===== src/crcfa_pkg.sv =====
// crcfa_pkg: constants and carrier types for the flash crc sequencer block
// assumes an 8-bit sfr bus with 8-bit addresses and a byte-wide flash port
package crcfa_pkg;
	localparam logic [7:0] CONTROL_OFFSET = 8'h92;
	localparam logic [7:0] INPUT_OFFSET = 8'h93;
	localparam logic [7:0] BIT_REVERSE_OFFSET = 8'h95;
	localparam logic [7:0] AUTO_CONTROL_OFFSET = 8'h96;
	localparam logic [7:0] SECTOR_COUNT_OFFSET = 8'h97;
	localparam int AUTO_EN_BIT = 7;
	localparam int COMPLETE_BIT = 6;
	localparam int POLY_SEL_BIT = 4;
	localparam int INIT_BIT = 3;
	localparam int SET_VAL_BIT = 2;
	localparam int PAGE_SHIFT = 9;
	localparam logic [31:0] POLY32 = 32'h04C1_1DB7;
	localparam logic [31:0] POLY16 = 32'h0000_1021;
	localparam logic [31:0] RESULT_ZERO = 32'h0000_0000;
	localparam logic [31:0] RESULT_ONES = 32'hFFFF_FFFF;
	localparam logic [7:0] BYTE_RESET = 8'h00;
	localparam logic [5:0] FIELD_RESET = 6'h00;
	localparam logic COMPLETE_RESET = 1'b1;
	typedef struct packed {
		logic wr;
		logic rd;
		logic [7:0] addr;
		logic [7:0] wdata;
	} crcfa_sfr_t;
	typedef enum logic [1:0] {
		CRCFA_IDLE = 2'b00,
		CRCFA_REQ = 2'b01,
		CRCFA_FOLD = 2'b11
	} crcfa_state_t;
endpackage


===== src/crcfa_fold.sv =====
// crcfa_fold: folds one byte into a crc result, msb first
// assumes the caller registers the result
module crcfa_fold
(
	input wire logic [31:0] i_crc,
	input wire logic [7:0] i_byte,
	input wire logic i_poly16,
	output logic [31:0] o_crc
);
	logic [31:0] stage [0:8];
	assign stage[0] = i_crc;
	genvar b;
	generate
		for (b = 0; b < 8; b++)
		begin : g_bit
			logic fb32;
			logic fb16;
			assign fb32 = stage[b][31] ^ i_byte[7-b];
			assign fb16 = stage[b][15] ^ i_byte[7-b];
			assign stage[b+1] = i_poly16 ?
				{16'h0000, stage[b][14:0], 1'b0} ^
				(fb16 ? crcfa_pkg::POLY16 : 32'h0000_0000) :
				{stage[b][30:0], 1'b0} ^
				(fb32 ? crcfa_pkg::POLY32 : 32'h0000_0000);
		end
	endgenerate
	assign o_crc = stage[8];
endmodule // crcfa_fold


===== src/crcfa_top.sv =====
// crcfa_top: automatic flash crc sequencer, crc engine core, bit reverse reg
// assumes a one-cycle sfr strobe bus and flash data valid one cycle after
// the read strobe
// Functional notes
// - with auto enable set, any control write starts a flash crc run
// - completion flag is zero during a run, one again when finished
// - core is stalled throughout the run, so firmware reads see one
// - first sector byte address is start field times page size
// - page size is 512 bytes
// - six-bit count field sets number of sectors in the run minus one
// - last sector begins at (start plus count) times page size
// - upper two bits of count register read zero, writes ignored
// - bit reverse register reads back the written byte reversed
// - select bit zero gives 32-bit poly, one gives 16-bit poly
// - writing init loads result with zeros or ones per set value
module crcfa_top
(
	input wire logic i_mclk,
	input wire logic i_rst,
	input wire crcfa_pkg::crcfa_sfr_t i_sfr,
	output logic [7:0] o_sfr_rdata,
	output logic o_cpu_stall,
	output logic o_flash_rd,
	output logic [15:0] o_flash_addr,
	input wire logic [7:0] i_flash_data,
	output logic [31:0] o_crc_result
);
	logic [7:0] ctrl_reg, ctrl_next;
	logic [31:0] crc_reg, crc_next, crc_folded;
	logic [7:0] fold_byte;
	logic [7:0] flip_reg, flip_next;
	logic auto_en_reg, auto_en_next;
	logic complete_reg, complete_next;
	logic [5:0] start_reg, start_next;
	logic [5:0] count_reg, count_next;
	logic [15:0] addr_reg, addr_next;
	logic [15:0] end_reg, end_next;
	logic [7:0] rdata_reg, rdata_next;
	crcfa_pkg::crcfa_state_t state_reg, state_next;
	logic wr_ctrl, wr_in, wr_flip, wr_auto, wr_cnt;

	assign wr_ctrl = i_sfr.wr && i_sfr.addr == crcfa_pkg::CONTROL_OFFSET;
	assign wr_in = i_sfr.wr && i_sfr.addr == crcfa_pkg::INPUT_OFFSET;
	assign wr_flip = i_sfr.wr && i_sfr.addr == crcfa_pkg::BIT_REVERSE_OFFSET;
	assign wr_auto = i_sfr.wr && i_sfr.addr == crcfa_pkg::AUTO_CONTROL_OFFSET;
	assign wr_cnt = i_sfr.wr && i_sfr.addr == crcfa_pkg::SECTOR_COUNT_OFFSET;

	assign fold_byte = (state_reg == crcfa_pkg::CRCFA_FOLD) ?
		i_flash_data : i_sfr.wdata;

	crcfa_fold u_fold
	(
		.i_crc(crc_reg),
		.i_byte(fold_byte),
		.i_poly16(ctrl_reg[crcfa_pkg::POLY_SEL_BIT]),
		.o_crc(crc_folded)
	);

	always_comb
	begin
		ctrl_next = ctrl_reg;
		crc_next = crc_reg;
		flip_next = flip_reg;
		auto_en_next = auto_en_reg;
		complete_next = complete_reg;
		start_next = start_reg;
		count_next = count_reg;
		addr_next = addr_reg;
		end_next = end_reg;
		state_next = state_reg;
		if (wr_flip)
			flip_next = i_sfr.wdata;
		if (wr_auto)
		begin
			auto_en_next = i_sfr.wdata[crcfa_pkg::AUTO_EN_BIT];
			start_next = i_sfr.wdata[5:0];
		end
		if (wr_cnt)
			count_next = i_sfr.wdata[5:0];
		if (wr_in)
			crc_next = crc_folded;
		if (wr_ctrl)
		begin
			ctrl_next = {3'b000, i_sfr.wdata[4], 1'b0, i_sfr.wdata[2:0]};
			if (i_sfr.wdata[crcfa_pkg::INIT_BIT])
				crc_next = i_sfr.wdata[crcfa_pkg::SET_VAL_BIT] ?
					crcfa_pkg::RESULT_ONES : crcfa_pkg::RESULT_ZERO;
		end
		case (state_reg)
			crcfa_pkg::CRCFA_IDLE:
			begin
				if (wr_ctrl && auto_en_reg)
				begin
					addr_next = {1'b0, start_reg, 9'h000};
					// last sector begins at (start+count)*page, so it ends
					// one page further on
					end_next = 16'({7'h00, start_reg} + {7'h00, count_reg}
						+ 13'h0001) << crcfa_pkg::PAGE_SHIFT;
					complete_next = 1'b0;
					state_next = crcfa_pkg::CRCFA_REQ;
				end
			end
			crcfa_pkg::CRCFA_REQ:
				state_next = crcfa_pkg::CRCFA_FOLD;
			crcfa_pkg::CRCFA_FOLD:
			begin
				crc_next = crc_folded;
				addr_next = addr_reg + 16'h0001;
				if (addr_reg + 16'h0001 == end_reg)
				begin
					complete_next = 1'b1;
					state_next = crcfa_pkg::CRCFA_IDLE;
				end
				else
					state_next = crcfa_pkg::CRCFA_REQ;
			end
			default:
				state_next = crcfa_pkg::CRCFA_IDLE;
		endcase
	end

	always_comb
	begin
		rdata_next = crcfa_pkg::BYTE_RESET;
		case (i_sfr.addr)
			crcfa_pkg::CONTROL_OFFSET: rdata_next = ctrl_reg;
			crcfa_pkg::BIT_REVERSE_OFFSET:
				rdata_next = {<<{flip_reg}};
			crcfa_pkg::AUTO_CONTROL_OFFSET:
				rdata_next = {auto_en_reg, complete_reg, start_reg};
			crcfa_pkg::SECTOR_COUNT_OFFSET:
				rdata_next = {2'b00, count_reg};
			default: rdata_next = crcfa_pkg::BYTE_RESET;
		endcase
		if (!i_sfr.rd)
			rdata_next = rdata_reg;
	end

	always_ff @(posedge i_mclk or posedge i_rst)
	begin
		if (i_rst)
		begin
			ctrl_reg <= crcfa_pkg::BYTE_RESET;
			crc_reg <= crcfa_pkg::RESULT_ZERO;
			flip_reg <= crcfa_pkg::BYTE_RESET;
			auto_en_reg <= 1'b0;
			complete_reg <= crcfa_pkg::COMPLETE_RESET;
			start_reg <= crcfa_pkg::FIELD_RESET;
			count_reg <= crcfa_pkg::FIELD_RESET;
			addr_reg <= 16'h0000;
			end_reg <= 16'h0000;
			rdata_reg <= crcfa_pkg::BYTE_RESET;
			state_reg <= crcfa_pkg::CRCFA_IDLE;
		end
		else
		begin
			ctrl_reg <= ctrl_next;
			crc_reg <= crc_next;
			flip_reg <= flip_next;
			auto_en_reg <= auto_en_next;
			complete_reg <= complete_next;
			start_reg <= start_next;
			count_reg <= count_next;
			addr_reg <= addr_next;
			end_reg <= end_next;
			rdata_reg <= rdata_next;
			state_reg <= state_next;
		end
	end

	assign o_sfr_rdata = rdata_reg;
	assign o_cpu_stall = state_reg != crcfa_pkg::CRCFA_IDLE;
	assign o_flash_rd = state_reg == crcfa_pkg::CRCFA_REQ;
	assign o_flash_addr = addr_reg;
	assign o_crc_result = crc_reg;
endmodule // crcfa_top


===== config.mk =====
export PLATFORM = sky130hd
export DESIGN_NAME = crcfa_top
export DESIGN_NICKNAME = d
export VERILOG_FILES = /design/src/crcfa_pkg.sv /design/src/crcfa_fold.sv /design/src/crcfa_top.sv
export SDC_FILE = /design/constraint.sdc
export NUM_CORES = 1
export LEC_CHECK = 0
export ABC_AREA = 1
export BUFFER_PORTS_ARGS = -buffer_cell sky130_fd_sc_hd__buf_2
export CAP_MARGIN = 30
export CORE_MARGIN = 2
export CORE_UTILIZATION = 35
export CTS_CLUSTER_DIAMETER = 100
export DETAILED_ROUTE_END_ITERATION = 16
export SETUP_SLACK_MARGIN = 0.4
export SKIP_CTS_REPAIR_TIMING = 1
export SLEW_MARGIN = 20
export SYNTH_ARGS = -nofsm -noshare
export SYNTH_HDL_FRONTEND = slang
export SYNTH_SLANG_ARGS = --single-unit

===== constraint.sdc =====
create_clock -name i_mclk -period 3.9 [get_ports i_mclk]
set_clock_uncertainty 0.15 [all_clocks]
set_input_delay 0.195 -clock i_mclk [delete_from_list [all_inputs] [get_ports i_mclk]]
set_output_delay 0.195 -clock i_mclk [all_outputs]
set_load 0.02 [all_outputs]

==> impl_metrics.py <==
metrics = {
    "drt": {
        "wl_per_cell_um": 16.5,
        "drt-initial-drc-count": 460,
        "drc": 0,
        "num_vias": 6899,
        "postRouteAntennaNets": 0,
        "firstDrtPassIters": 5,
        "drt-total-wl_um": 22300,
        "vias_per_cell": 5.11,
    },
    "die": {
        "dieWidth_um": 144,
        "row_count": 51,
        "die_area_sq_mm": 0.0208,
        "die_y_um": 144,
        "coreArea_sq_mm": 0.0194,
        "num_io_pins": 86,
        "initial_core_util_pct": 35.5,
    },
    "synth": {
        "synth_top_area_cell": "dfrtp_1",
        "post_synth.cell_area_avg_sq_um": 6.88,
        "yosys_warnings": 0,
        "synthArstFlopShare_pct": 100,
        "synth_nets": 1040,
        "netlist_area_sq_mm": 0.00689,
        "synthCells": 1001,
        "yosysMostFrequentCell": "nand2_1",
        "yosysSeqAreaShare_pct": 33.1,
        "synth_edf_count": 0,
        "synth_area_leaders": "dfrtp_1 33%, nand2_1 18%, nand3_1 6.5%",
        "synthTopCellsByCount": "332 x nand2_1, 97 x inv_1, 90 x dfrtp_1",
        "ys.flop_type": "dfrtp_1",
        "ys_types": 55,
        "ys_ff_latch": 91,
        "synth.top_cell.area_share_pct": 32.7,
    },
    "power": {
        "clock_power_share_pct": 12.6,
        "power_switching_uw": 3830,
        "pwr-share-seq_pct": 20.2,
        "total_power_uw": 7070,
        "ir_drop_v": 0.000500,
        "p_per_area_mw_per_mm2": 898,
        "p_leak_uw": 0.00413,
        "p_int_uw": 3240,
        "comb_power_share_pct": 67.2,
        "switching_share_pct": 54.2,
    },
    "clock_network": {
        "cts_root_buffer": "clkbuf_16",
        "cts_max_level": 3,
        "cts_made_buffers": 9,
        "cts_sinks": 91,
        "clkTransAtPathRegs_ns": 0.07,
        "cts.path.max_buffers": 2,
        "tritoncts": "yes",
        "clock_latency_ns": 0.36,
    },
    "cells_and_area": {
        "fin_area_sq_mm": 0.00787,
        "drive_above_1_share_pct": 17.7,
        "fill_cells": 2122,
        "synthToLayoutAreaGrowth_pct": 14.2,
        "largest_reg_flops": 32,
        "layout.nets": 1120,
    },
    "timing": {
        "worst_pin_slew_ns": 0.904,
        "finalHoldViolCount": 0,
        "rsz0062_at_grt": "false",
        "finalCritPeriodShare_pct": 71.5,
        "fin_setup_tns_ns": 0,
        "slew_headroom_pct": 39.3,
        "min_period_ns": 2.79,
        "finalMaxSlewViolations": 0,
        "max_freq_ghz": 0.359,
        "hold_ws_ns": 0.0328,
        "setup_viol": 0,
    },
    "worst_setup_path": {
        "path_cells": "ha_2, inv_8, nand2_2, nand3_1, nand2_1, nand2_1, nand3_1, nand2_2, nand2_4, inv_2, nand2_1, nand2_1, nand2_1, nand3_1, a21oi_1",
        "r2r_slack_ns": 1.11,
        "crit_path_max_incr_delay_ns": 0.49,
        "cp_slowest_cell": "ha_2",
        "endpoint_kind": "register",
        "required_ns": 4.02,
        "crit_top_cell": "nand2_1",
        "startpoint_type": "register",
        "arrival_ns": 2.91,
        "critical_path_class": "register to register",
        "critPathMaxFanout": 28,
    },
    "grt": {
        "grt_pass1_vias": 6515,
        "grt_pass1_wl_um": 35200,
        "grt_max_degree": 48,
        "grt_usage_pct": 22.4,
        "grt.overflow.total": 0,
        "grt_antenna_before_repair": 1,
    },
    "placed_design": {
        "dpl_cell_area_sq_mm": 0.00756,
        "gp_congestion": 0.965,
        "place_hpwl_um": 17000,
        "io_buffers": 85,
    },
    "worst_hold_path": {
        "hp-class": "primary input to register",
    },
    "job": {
        "max_cap_viol_count": 0,
    },
    "outcome": {
        "status": "finished, final reports clean",
    },
}
[power by group through the flow]
stage | sequential [uW] | clock [uW] | combinational (uW)
floorplan | 1590 | 0 | 3320
global placement | 1440 | 0 | 4640
detailed placement | 1440 | 0 | 4670
CTS | 1420 | 905 | 4700
global route | 1460 | 938 | 5300
finish | 1430 | 888 | 4750
[per-layer routing]
metal | up-vias | GRT usage, % | part of all wire, %
met5 | - | 0 | 0
met4 | 0 | 9.50 | 2.7
met3 | 31 | 4.17 | 7.2
met2 | 245 | 34.7 | 44
met1 | 3206 | 30.7 | 46
li1 | 3417 | - | -
[placed cells by master, fill, tap and decap left out, types with 8 or more instances in the layout]
| cell type | count |
|---|---|
| nor2_1 | 50 |
| ha_1 | 9 |
| nand4_1 | 14 |
| a21oi_1 | 45 |
| buf_2 | 85 |
| xnor2_1 | 10 |
| xor2_1 | 24 |
| o21ai_1 | 8 |
| nand2_4 | 10 |
| inv_2 | 9 |
| nand3_1 | 89 |
| nand2_2 | 28 |
| o22ai_1 | 9 |
| nand2_1 | 332 |
| clkbuf_16 | 9 |
| dfrtp_1 | 90 |
| o21ai_0 | 70 |
| inv_1 | 96 |
| nand3_2 | 10 |
[worst max-delay path: cells and delay by family (launching register included)]
family	cells	cell delay, ns
and+or+nand+nor	11	1.18
AOI/OAI and AO/OA	1	0.22
buffers and inverters	2	0.26
adders and majority gates	1	0.49
DFF	1	0.39
[stage by stage]
stage	std cells	worst slack, ns	utilization [%]
2_1_floorplan	1001	1.19	-
3_3_place_gp	1333	1.21	39.0
3_5_place_dp	1333	1.16	39.0
4_1_cts	1347	1.13	40.4
5_1_grt	1350	0.888	40.6
6_report	1350	1.11	40.6
[final timing paths]
| kind | start | to | depth (start not counted) |
|---|---|---|---|
| setup reg to reg | state_reg[0] | o_crc_result[23] | 15 |
| setup / recovery | state_reg[0] | o_crc_result[23] | 15 |
| hold / removal | i_sfr[6] | flip_reg[6] | 3 |
| min in group asynchronous | i_rst | o_flash_addr[14] | 3 |
| hold reg to reg | o_sfr_rdata[2] | o_sfr_rdata[2] | 2 |
| max in group asynchronous | i_rst | flip_reg[1] | 4 |
[kinds of logic after synthesis]
kind of cell    after synthesis  synth area share [%]
simple gates                564                  37.6
compound gates              159                  12.9
buf+inv                     135                  8.17
flops                        91                  33.1
xor+xnor                     40                  6.01
fa+ha+maj                    11                  2.11
mux                           1                 0.163
[final cells by class]
cell class	instances	area [sq um]	area share [%]
diodes	1	2.50	0.0318
multi-input cells	775	4050	51.5
repair buffers	94	498	6.33
clock buffers	10	229	2.91
well taps	265	332	4.22
inverters	110	427	5.42
flip-flops and latches	91	2280	29.0
clock inverters	4	51.3	0.652
Power figures use the tool's default switching activity.
